==> config.mk <==
export PLATFORM = sky130hd
export DESIGN_NAME = serial_ctrl
export DESIGN_NICKNAME = d
export VERILOG_FILES = /design/src/serial_pkg.sv /design/src/serial_ctrl.sv
export SDC_FILE = /design/constraint.sdc
export NUM_CORES = 1
export LEC_CHECK = 0
export ABC_AREA = 1
export ABC_CLOCK_PERIOD_IN_PS = 3200
export CAP_MARGIN = 20
export CORE_MARGIN = 2
export CORE_UTILIZATION = 40
export DETAILED_ROUTE_END_ITERATION = 6
export DONT_BUFFER_PORTS = 1
export GPL_TIMING_DRIVEN = 1
export PLACE_DENSITY = 0.5
export SLEW_MARGIN = 20
export SYNTH_ARGS = -nofsm -noshare
export SYNTH_HDL_FRONTEND = slang
export SYNTH_SLANG_ARGS = --single-unit
==> constraint.sdc <==
create_clock -name sys_clk -period 3.2 [get_ports sys_clk]
set_input_delay 0.48 -clock sys_clk [delete_from_list [all_inputs] [get_ports sys_clk]]
set_output_delay 0.48 -clock sys_clk [all_outputs]
set_load 0.02 [all_outputs]
==> src/serial_pkg.sv <==
package serial_pkg;
   // register offsets; only the data port offset is given, the other two are chosen
   localparam logic [7:0] DATA_OFFSET   = 8'h46;
   localparam logic [7:0] CTRL_OFFSET   = 8'h44;
   localparam logic [7:0] STATUS_OFFSET = 8'h45;
   // control register fields
   localparam int CTRL_RX_IE   = 7;
   localparam int CTRL_DMA_SEL = 6;
   localparam int CTRL_MASTER  = 5;
   localparam int CTRL_IDLE    = 4;
   localparam int CTRL_PHASE   = 3;
   localparam int CTRL_OD      = 2;
   localparam int CTRL_ENABLE  = 1;
   localparam int CTRL_TX_IE   = 0;
   // status and control register fields
   localparam int STAT_RXF     = 7;
   localparam int STAT_ERR_IE  = 6;
   localparam int STAT_OVR     = 5;
   localparam int STAT_MODE_FAULT_FLAG    = 4;
   localparam int STAT_TXE     = 3;
   localparam int STAT_MODE_FAULT_FLAG_EN = 2;
   localparam int STAT_RATE_HI = 1;
   localparam int STAT_RATE_LO = 0;
   // reset values
   localparam logic [7:0] CTRL_RESET = 8'h28;
   localparam logic [3:0] STAT_W_RESET = 4'h0;
   // half-period counts in generator cycles per rate code (divisor 2,8,32,128)
   localparam logic [7:0] HALF_DIV0 = 8'h02;
   localparam logic [7:0] HALF_DIV1 = 8'h08;
   localparam logic [7:0] HALF_DIV2 = 8'h20;
   localparam logic [7:0] HALF_DIV3 = 8'h80;
   localparam logic [2:0] BITS_LAST = 3'h7;
endpackage

==> src/serial_ctrl.sv <==
// Decided for this implementation: the plain strobed port.
`timescale 1ns/1ps
`default_nettype none
// Function
// - rx and tx interrupt requests gated by their enables; enables reset low.
// - master select chooses master when set; resets to master.
// - clock idle level sets serial clock level between bytes; resets low.
// - clock phase selects clock/data timing; resets to one.
// - phase-zero slave starts on select fall, drives msb, locks shift register.
// - phase-one slave starts transfer on first serial clock edge.
// - deselected slave floats miso, ignores clocks, keeps its state.
// - open-drain select makes clock, mosi, miso open-drain.
// - module enable runs interface; clearing it partially resets; resets low.
// - rx full sets on byte to receive register; cleared status-then-data read.
// - error interrupt enable gates overflow and mode fault requests.
// - overflow sets on byte while rx full; old byte kept, new lost.
// - overflow clears by status read with flag set then data read.
// - mode fault: slave select rises mid-transfer (slave), falls (master).
// - mode fault clears by status read then control write, not by enable.
// - tx empty sets when transmit register hands byte to shifter; resets high.
// - idle shifter loads within two cycles; active slave loads after byte.
// - master with detection off ignores select; slave always uses it.
// - rate bits pick divisor 2,8,32,128; clock is generator over twice that.
// - data writes go to transmit register, reads from separate receive one.
module serial_ctrl
   import serial_pkg::*;
(
   // clock and reset
   input  wire logic       sys_clk,
   input  wire logic       resetn,
   input  wire logic       clock_generator_output,
   // register port
   input  wire logic [7:0] addr,
   input  wire logic [7:0] wdata,
   input  wire logic       wr_en,
   input  wire logic       rd_en,
   output logic      [7:0] rdata,
   // serial pins
   input  wire logic       sck_in,
   output logic            sck_out,
   output logic            sck_oe,
   input  wire logic       mosi_in,
   output logic            mosi_out,
   output logic            mosi_oe,
   input  wire logic       miso_in,
   output logic            miso_out,
   output logic            miso_oe,
   input  wire logic       ss_n_in,
   // requests
   output logic            cpu_irq,
   output logic            dma_service_select
);
   ////////////////////////////////////////////////////////////////////////////
   typedef enum logic [1:0] {IDLE = 2'b00, RUN = 2'b01, DONE = 2'b10} xfer_e;
   xfer_e       state_reg;
   logic [7:0]  ctrl_reg, tx_reg, rx_reg, shift_reg, rdata_reg, div_reg;
   logic [3:0]  statw_reg;
   logic        rxf_reg, ovr_reg, mode_fault_flag_reg, txe_reg, txfull_reg;
   logic        arm_rx_reg, arm_mode_fault_flag_reg;
   logic [2:0]  bit_reg;
   logic        sck_reg;
   logic [2:0]  ss_sync, sck_sync, mosi_sync, miso_sync, gen_sync;
   logic        irq_reg;

   // pins cross in through two flops; the third stage is only for edges
   always_ff @(posedge sys_clk or negedge resetn) begin
      if (!resetn) begin
         ss_sync   <= 3'h7;
         sck_sync  <= 3'h0;
         mosi_sync <= 3'h0;
         miso_sync <= 3'h0;
         gen_sync  <= 3'h0;
      end else begin
         ss_sync   <= {ss_sync[1:0], ss_n_in};
         sck_sync  <= {sck_sync[1:0], sck_in};
         mosi_sync <= {mosi_sync[1:0], mosi_in};
         miso_sync <= {miso_sync[1:0], miso_in};
         gen_sync  <= {gen_sync[1:0], clock_generator_output};
      end
   end

   ////////////////////////////////////////////////////////////////////////////
   wire enable    = ctrl_reg[CTRL_ENABLE];
   wire master    = ctrl_reg[CTRL_MASTER];
   wire clock_idle_level      = ctrl_reg[CTRL_IDLE];
   wire clock_phase_select      = ctrl_reg[CTRL_PHASE];
   wire mode_fault_flag_en   = statw_reg[STAT_MODE_FAULT_FLAG_EN];
   // error enable sits in the top bit of the stored status half
   wire err_ie    = statw_reg[3];
   wire ss_n      = ss_sync[1];
   wire ss_fall   = ss_sync[2] & ~ss_sync[1];
   wire ss_rise   = ~ss_sync[2] & ss_sync[1];
   wire sck_s     = sck_sync[1];
   wire sck_edge  = sck_sync[2] ^ sck_sync[1];
   wire gen_tick  = gen_sync[1] & ~gen_sync[2];
   wire wr_data   = wr_en & (addr == DATA_OFFSET);
   wire wr_ctrl   = wr_en & (addr == CTRL_OFFSET);
   wire wr_stat   = wr_en & (addr == STATUS_OFFSET);
   wire rd_data   = rd_en & (addr == DATA_OFFSET);
   wire rd_stat   = rd_en & (addr == STATUS_OFFSET);
   wire slave_on  = enable & ~master & ~ss_n;
   wire [7:0] half_div = (statw_reg[1:0] == 2'b00) ? HALF_DIV0 :
                         (statw_reg[1:0] == 2'b01) ? HALF_DIV1 :
                         (statw_reg[1:0] == 2'b10) ? HALF_DIV2 : HALF_DIV3;
   // master clock edge: half period of serial clock elapsed
   wire m_edge    = enable & master & (state_reg == RUN) & gen_tick
                    & (div_reg == half_div - 8'h01);
   // slave edge: only honoured while selected
   wire s_edge    = slave_on & sck_edge & (state_reg == RUN);
   wire step      = m_edge | s_edge;
   // leading edge samples when phase zero, trailing edge when phase one
   wire lead      = master ? (sck_reg == clock_idle_level) : (sck_s != clock_idle_level);
   wire sample    = step & (lead ^ clock_phase_select);
   wire shift_out = step & ~(lead ^ clock_phase_select);
   wire byte_done = sample & (bit_reg == BITS_LAST);
   wire in_bit    = master ? miso_sync[1] : mosi_sync[1];
   wire start_m   = enable & master & (state_reg == IDLE) & txfull_reg;
   wire start_s0  = enable & ~master & ~clock_phase_select & ss_fall & (state_reg == IDLE);
   wire start_s1  = slave_on & clock_phase_select & sck_edge & (state_reg == IDLE);
   wire load_now  = (state_reg == IDLE) & txfull_reg & ~(enable & ~master & ~ss_n & ~clock_phase_select);
   wire mode_fault_flag_set  = mode_fault_flag_en & enable &
                    ((master & ss_fall) | (~master & ss_rise & (state_reg == RUN)));
   wire irq_next  = (rxf_reg & ctrl_reg[CTRL_RX_IE])
                    | (txe_reg & ctrl_reg[CTRL_TX_IE])
                    | ((ovr_reg | mode_fault_flag_reg) & err_ie);
   wire [7:0] stat_view = {rxf_reg, statw_reg[3], ovr_reg, mode_fault_flag_reg,
                           txe_reg, statw_reg[2:0]};
   wire [7:0] rd_next = rd_data ? rx_reg :
                        rd_stat ? stat_view :
                        (rd_en & (addr == CTRL_OFFSET)) ? ctrl_reg : 8'h00;

   ////////////////////////////////////////////////////////////////////////////
   // registers written by software
   always_ff @(posedge sys_clk or negedge resetn) begin
      if (!resetn) begin
         ctrl_reg  <= CTRL_RESET;
         statw_reg <= STAT_W_RESET;
         tx_reg    <= 8'h00;
         rdata_reg <= 8'h00;
      end else begin
         rdata_reg <= rd_en ? rd_next : 8'h00;
         if (wr_ctrl)
            ctrl_reg <= wdata;
         if (wr_stat)
            statw_reg <= {wdata[STAT_ERR_IE], wdata[2:0]};
         if (wr_data)
            tx_reg <= wdata;
      end
   end

   // flags; every set except overflow and tx full wins over a same-cycle clear; a clearing data read blocks the overflow set
   always_ff @(posedge sys_clk or negedge resetn) begin
      if (!resetn) begin
         rxf_reg <= 1'b0;
         ovr_reg <= 1'b0;
         mode_fault_flag_reg <= 1'b0;
         txe_reg <= 1'b1;
         txfull_reg <= 1'b0;
         arm_rx_reg <= 1'b0;
         arm_mode_fault_flag_reg <= 1'b0;
         rx_reg <= 8'h00;
         irq_reg <= 1'b0;
      end else begin
         irq_reg <= irq_next;
         if (rd_stat)
            arm_rx_reg <= rxf_reg | ovr_reg;
         else if (rd_data)
            arm_rx_reg <= 1'b0;
         if (rd_stat)
            arm_mode_fault_flag_reg <= mode_fault_flag_reg;
         else if (wr_ctrl)
            arm_mode_fault_flag_reg <= 1'b0;
         if (byte_done & (~rxf_reg | (rd_data & arm_rx_reg))) begin
            rxf_reg <= 1'b1;
            rx_reg <= {shift_reg[6:0], in_bit};
         end else if (rd_data & arm_rx_reg)
            rxf_reg <= 1'b0;
         if (byte_done & rxf_reg & ~(rd_data & arm_rx_reg))
            ovr_reg <= 1'b1;
         else if (rd_data & arm_rx_reg)
            ovr_reg <= 1'b0;
         if (mode_fault_flag_set)
            mode_fault_flag_reg <= 1'b1;
         else if (wr_ctrl & arm_mode_fault_flag_reg)
            mode_fault_flag_reg <= 1'b0;
         if (load_now & (enable | txfull_reg)) begin
            txe_reg <= 1'b1;
            txfull_reg <= 1'b0;
         end else if (wr_data) begin
            txe_reg <= 1'b0;
            txfull_reg <= 1'b1;
         end
         if (!enable)
            txe_reg <= 1'b1;
      end
   end

   ////////////////////////////////////////////////////////////////////////////
   // shifter and transfer sequencing
   always_ff @(posedge sys_clk or negedge resetn) begin
      if (!resetn) begin
         state_reg <= IDLE;
         shift_reg <= 8'h00;
         bit_reg   <= 3'h0;
         div_reg   <= 8'h00;
         sck_reg   <= 1'b0;
      end else if (!enable) begin
         state_reg <= IDLE;
         bit_reg   <= 3'h0;
         div_reg   <= 8'h00;
         sck_reg   <= clock_idle_level;
      end else begin
         if (load_now)
            shift_reg <= tx_reg;
         if (state_reg == IDLE)
            sck_reg <= clock_idle_level;
         if (gen_tick & master & (state_reg == RUN))
            div_reg <= (div_reg == half_div - 8'h01) ? 8'h00 : div_reg + 8'h01;
         if (m_edge)
            sck_reg <= ~sck_reg;
         if (sample) begin
            shift_reg <= {shift_reg[6:0], in_bit};
            bit_reg   <= bit_reg + 3'h1;
         end
         unique case (state_reg)
            IDLE: begin
               if (start_m | start_s0 | start_s1)
                  state_reg <= RUN;
            end
            RUN: begin
               if (byte_done)
                  state_reg <= DONE;
            end
            DONE: begin
               // master parks clock; slave waits for select or next edge
               if (master | ss_n | clock_phase_select)
                  state_reg <= IDLE;
            end
            default: state_reg <= IDLE;
         endcase
      end
   end

   ////////////////////////////////////////////////////////////////////////////
   // pin drive; open-drain only ever drives low
   logic data_bit_reg, sck_q, mosi_oe_q, miso_oe_q, sck_oe_q, dma_q;
   wire  od = ctrl_reg[CTRL_OD];
   wire  msb = shift_reg[7];
   // data moves only on shift edges or while idle so the far side samples a settled bit
   wire  out_next = ((state_reg == IDLE) | shift_out) ? msb : data_bit_reg;
   always_ff @(posedge sys_clk or negedge resetn) begin
      if (!resetn) begin
         data_bit_reg <= 1'b0;
         sck_q <= 1'b0;
         sck_oe_q <= 1'b0;
         mosi_oe_q <= 1'b0;
         miso_oe_q <= 1'b0;
         dma_q <= 1'b0;
      end else begin
         data_bit_reg <= out_next;
         sck_q <= sck_reg;
         dma_q <= ctrl_reg[CTRL_DMA_SEL];
         sck_oe_q  <= enable & master & (~od | ~sck_reg);
         mosi_oe_q <= enable & master & (~od | ~out_next);
         miso_oe_q <= slave_on & (~od | ~out_next);
      end
   end

   assign rdata    = rdata_reg;
   assign sck_out  = sck_q;
   assign sck_oe   = sck_oe_q;
   assign mosi_out = data_bit_reg;
   assign mosi_oe  = mosi_oe_q;
   assign miso_out = data_bit_reg;
   assign miso_oe  = miso_oe_q;
   assign cpu_irq  = irq_reg;
   assign dma_service_select = dma_q;
endmodule
`default_nettype wire

Yosys cells after proc, flatten, opt, wreduce, memory -nomap -nowiden
Cells that the tools add are included.
- equal/unequal tests: 18
- reduce and logical (&&, ||, !) cells: 11
- multiplexer cells: 39
- $add $sub $neg: 3
- bitwise logic cells: 79
- operators by type and width (kind ; count):
    8-bit two-way mux ; 12
    1-bit bitwise AND ; 50
    8-bit by 7-bit equality test with 1-bit output, second input constant ; 3
    1-bit two-way mux ; 20
    1-bit OR ; 15
    2-bit nonzero test ; 7
    1-bit inverter ; 12
    8-bit by 1-bit adder with 8-bit output, second input constant ; 1
    8-bit equality test ; 1
    2-bit two-way mux ; 4
    8-bit by 1-bit subtractor with 8-bit output, second input constant ; 1
    3-bit two-way mux ; 2
    3-bit by 1-bit inequality test with 1-bit output, second input constant ; 2
    3-bit inequality test, second input constant ; 2
    2-bit one-hot mux with 3 select lines ; 1
    2-bit by 1-bit equality test with 1-bit output, second input constant ; 2
    2-bit equality test, second input constant ; 2
    2-bit logical NOT ; 2
    2-bit by 1-bit inequality test with 1-bit output, second input constant ; 2
    3-bit by 1-bit adder with 3-bit output, second input constant ; 1
    3-bit equality test, second input constant ; 1
    3-bit by 2-bit inequality test with 1-bit output, second input constant ; 1
    3-bit AND reduction ; 1
    2-bit AND reduction ; 1
    other kinds (3) ; 4
- output and inout bits: 16
- register bits: 85

Longest topological paths before layout
- word-level depth: 14
- mapped depth: 13
- gate-level depth less buffers: 12

Least setup slack after synthesis
No wires, ideal clock.
- kind: register to register
- from: register ctrl_reg[5]
- to: register rx_reg[7]
- clock period less this slack: 1716 ps
- arrival time: 1597 ps
- cell stages (with the launch flop): 13
- setup time: 119 ps
- data required time: 3081 ps
- slack: 1484 ps
- path through: dfstp_2 -> nand2_2 -> inv_2 -> nand2_2 -> nor2_4 -> nand4_2 -> nand2_2 -> nand2_4 -> nor2_4 -> nand2_4 -> buf_6 -> nand2_2 -> o21ai_2
- cells in the longest elaborated chain, start to end: 9
- elaborated cells on any way between the ends: 15
- those cells by class: 1 x mux; 14 x bitwise
- ends and longest elaborated chain (element ; line ; RTL):
    start, declared ; serial_ctrl.sv:56 ; logic [7:0] ctrl_reg, tx_reg, rx_reg, shift_reg, rdata_reg, div_reg;
    start signal, assigned ; serial_ctrl.sv:143 ; ctrl_reg <= wdata;
    1-bit inverter ; serial_ctrl.sv:101 ; wire slave_on = enable & ~master & ~ss_n;
    1-bit bitwise AND (2 in series) ; serial_ctrl.sv:101 ;
    1-bit bitwise AND (2 in series) ; serial_ctrl.sv:109 ; wire s_edge = slave_on & sck_edge & (state_reg == RUN);
    1-bit OR ; serial_ctrl.sv:110 ; wire step = m_edge | s_edge;
    1-bit bitwise AND (*) ; serial_ctrl.sv:113 ; wire sample = step & (lead ^ clock_phase_select);
    1-bit bitwise AND (*) ; serial_ctrl.sv:115 ; wire byte_done = sample & (bit_reg == BITS_LAST);
    1-bit bitwise AND (*) ; serial_ctrl.sv:173 ; if (byte_done & (~rxf_reg | (rd_data & arm_rx_reg))) begin
    end signal, assigned ; serial_ctrl.sv:175 ; rx_reg <= {shift_reg[6:0], in_bit};
    end, declared ; serial_ctrl.sv:56 ;
Every way passes the cells marked *; elsewhere a longest branch is shown, timed or not.
A chain may end at the register's enable or synchronous reset.

Final worst setup path
- from: register ctrl_reg[5]
- to: register shift_reg[1]
- cells in the longest elaborated chain, start to end: 9
- elaborated cells on any way between the ends: 19
- those cells by class: 2 x mux; 15 x bitwise; 2 x reduce/logical
- ends and longest elaborated chain (element ; line ; RTL):
    1-bit inverter ; serial_ctrl.sv:101, serial_ctrl.sv:120 ;
    1-bit bitwise AND (2 in series) ; serial_ctrl.sv:101, serial_ctrl.sv:120 ;
    1-bit bitwise AND (2 in series) ; serial_ctrl.sv:109 ;
    1-bit OR ; serial_ctrl.sv:110 ;
    1-bit bitwise AND ; serial_ctrl.sv:113 ;
    2-bit nonzero test (no source line) ; -- ;
    2-bit AND reduction (no source line) ; -- ;
    end signal, assigned ; serial_ctrl.sv:214 ; shift_reg <= tx_reg;
    end signal, assigned ; serial_ctrl.sv:222 ; shift_reg <= {shift_reg[6:0], in_bit};
    end, declared ; serial_ctrl.sv:56 ;
Several ways; a longest one is shown, not always the timed one.

==> results.toml <==
[placed_design]
dp_hpwl_um = 5950
portBuffers = 0
routabilityCongestion = 0.794

[critical_path]
cp_num_buf_inv = 1
r2r-start = "ctrl_reg[5]"
crit_top_cell = "nand2_2"
critical_path_arrival_ns = 2.49
crit_path_end_kind = "flip-flop"
critPathLaunch = "ctrl_reg[5]"
crit_family = "simple AND/OR/NAND/NOR gates"
startpoint_type = "flip-flop"
critPathMaxFanout = 22
crit_required_ns = 3.49
path_class = "flip-flop to flip-flop"
cp_slowest_cell = "dfstp_2"
crit_chain = "nand2_2, inv_2, nand2_2, nor2_4, nand4_2, nand2_2, nand2_4, a21oi_4, nand2_1, o21ai_1"
slowest_delay_ns = 0.66

[sta]
worst_hold_slack_ns = -0.000976
worst_pin_slew_ns = 0.477
drv_slew = 0
min_period_ns = 2.20
slew_headroom_pct = 68.1
rsz0062_at_grt = "false"
final-hold-violation-count = 6
max_freq_mhz = 454
final.setup.tns_ns = 0
setup_viol_count_final = 0
finClkSkew_ns = 0.0144
finalCritPeriodShare_pct = 68.9

[min_path]
hold_path.class = "input port to async pin"

[synth]
ys_types = 44
synth-edff-count = 0
synth_top_area_cell = "dfrtp_1"
synth_top_family_by_area = "simple AND/OR/NAND/NOR gates"
ys_ff_latch = 85
synth_adder_area_share_pct = 0.989
netlist_instances = 410
synth_mux_area_share_pct = 0.264
synth-main-ff-cell = "dfrtp_1"
synth_compound_area_share_pct = 12.3
synthesis.area_um2 = 3790
synth_top_cell_area_share_pct = 52.1
synthesis.nets = 438
ys_seq_area_share_pct = 56.3
synth_area_leaders = "dfrtp_1, nand2_1, inv_1"
syn_avg_cell_area_um2 = 9.25
synthArstFlopShare_pct = 100
synthXorXnorAreaFrac_pct = 1.85
yosysWarnings = 0
synth-simple-area-share_pct = 21.3

[floorplan]
die_x_um = 101
die_h_um = 101
core_um2 = 9240
initial_utilization_pct = 41.1
dieArea_um2 = 10300
num_rows = 35
io_pins = 41

[cells_and_area]
layout_common_cells = "nand2_1, dfrtp_1, inv_1"
nNetsFinal = 440
diodes = 0
areaGrowthSynthToFinish_pct = 10.1
drive_above_1_share_pct = 13.4
final_common_cell = "nand2_1"

[global_routing]
busiest_layer = "met2"
use_met1_pct = 25.3
grt_pass1_wl_um = 13700
grtUsageTotal_pct = 17.7
antenna_found_initial = 0
grt-ovfl-total = 0
grt_util_met2_pct = 26.6
grt_pass1_vias = 2691
grt_start_max_net_pins = 86
grt_use_met3_pct = 4.14

[clock_tree]
post_cts_resized = 0
cts_buffers = 9
cts_tree = "yes"
cts_root_buf = "clkbuf_8"
clk-insertion-delay-late_ns = 0.37
clk_pin_slew_ns = 0.09
clock-sinks = 85
cts.path.max_buffers = 2
cts_max_level = 3
cts_hold_buf = 1
cts_setup_buffers = 0

[power_and_ir_drop]
power_leakage_nw = 1.96
intPower_mw = 1.81
peakVddDrop_mv = 0.214
switching_share_pct = 26.9
power.share.clock_pct = 38.6
power_frac_seq_pct = 50.6
net-switching-power_mw = 0.663
power_mw = 2.47
powerDensity_nw_per_um2 = 592
comb_power_share_pct = 10.8

[detailed_routing]
via_per_inst = 4.89
post_drt_wl_per_cell_um = 15.0
dr.pass1.iters = 4
routed_wl_um = 8180
drt_iter0_drc = 97
drc = 0
route.vias.total = 2670
postRouteAntennaNets = 0

[outcome]
violations = "negative hold slack"
outcome = "complete, but fails checks"

[job]
maxCapViolations = 0
==> final timing paths <==
| kind | end | cells past startpoint | slack [ns] |
|---|---|---|---|
| hold / removal | div_reg[4] | 1 | -0.001 |
| hold reg to reg | gen_sync[1] | 0 | 0.35 |
| setup reg to reg | shift_reg[1] | 10 | 1.0 |
| setup / recovery | shift_reg[1] | 10 | 1.0 |
| max in group asynchronous | ss_sync[2] | 1 | 2.81 |
| min in group sys_clk | ss_sync[0] | 0 | 0.12 |
==> kinds of logic after synthesis <==
group / count (synthesis)
AO/OA/AOI/OAI: 76
XOR/XNOR: 8
adder cells (fa/ha/maj): 3
buffers and inverters: 64
flip-flops: 85
multiplexers: 1
AND/OR/NAND/NOR: 173
==> Yosys cell counts (3+ instances only) <==
library cell,number
nand4_1,3
nor2_2,4
a21oi_1,5
nor3_1,5
o21ai_1,13
nand2_2,6
ha_1,3
nand3_1,24
o22ai_1,5
nor2_1,13
inv_2,3
buf_2,4
dfrtp_1,79
xor2_1,7
inv_1,51
nand2_1,105
dfstp_2,6
o21ai_0,30
o21ai_2,10
a31oi_1,4
==> final cells by class <==
cell class | instances | area, um2
fill | 901 | 5060
sequential | 85 | 2130
multi-input combinational | 261 | 1390
inverter | 54 | 203
tap | 129 | 161
clock buffer | 11 | 151
clock inverter | 5 | 106
timing repair buffer | 1 | 27.5
==> per-layer routing <==
metal / vias to the layer above / part of all wire (%)
met5: - / 0
met4: 0 / 1.2
met3: 9 / 4.1
met2: 51 / 45
met1: 1281 / 50
li1: 1329 / -
==> power groups by stage <==
stage / combinational (mW) / sequential, mW / clock (mW)
3_5_place_dp: 0.245 / 1.27 / 0
4_1_cts: 0.273 / 1.25 / 0.976
5_1_grt: 0.312 / 1.26 / 1.03
3_3_place_gp: 0.243 / 1.27 / 0
2_1_floorplan: 0.222 / 1.24 / 0
6_report: 0.267 / 1.25 / 0.954
==> worst reg2reg max path, cell delays in order (launching register included) <==
cell and delay [ns]:
dfstp_2 0.66, nand2_2 0.09, inv_2 0.11, nand2_2 0.07
nor2_4 0.12, nand4_2 0.16, nand2_2 0.13, nand2_4 0.16
a21oi_4 0.44, nand2_1 0.12, o21ai_1 0.09
==> metrics by stage <==
step	hold WS (ns)	util [%]	cells	setup WS (ns)	cell area, um2
after global placement	0.187	42.1	529	1.00	3890
after global routing	0.0251	45.2	546	0.804	4180
final	-0.000976	45.2	546	0.996	4180
after CTS	0.0347	45.2	546	0.966	4180
after floorplan	0.184	-	410	1.48	3790
after detailed placement	0.187	42.1	529	0.976	3890
Power figures use the tool's default switching activity.
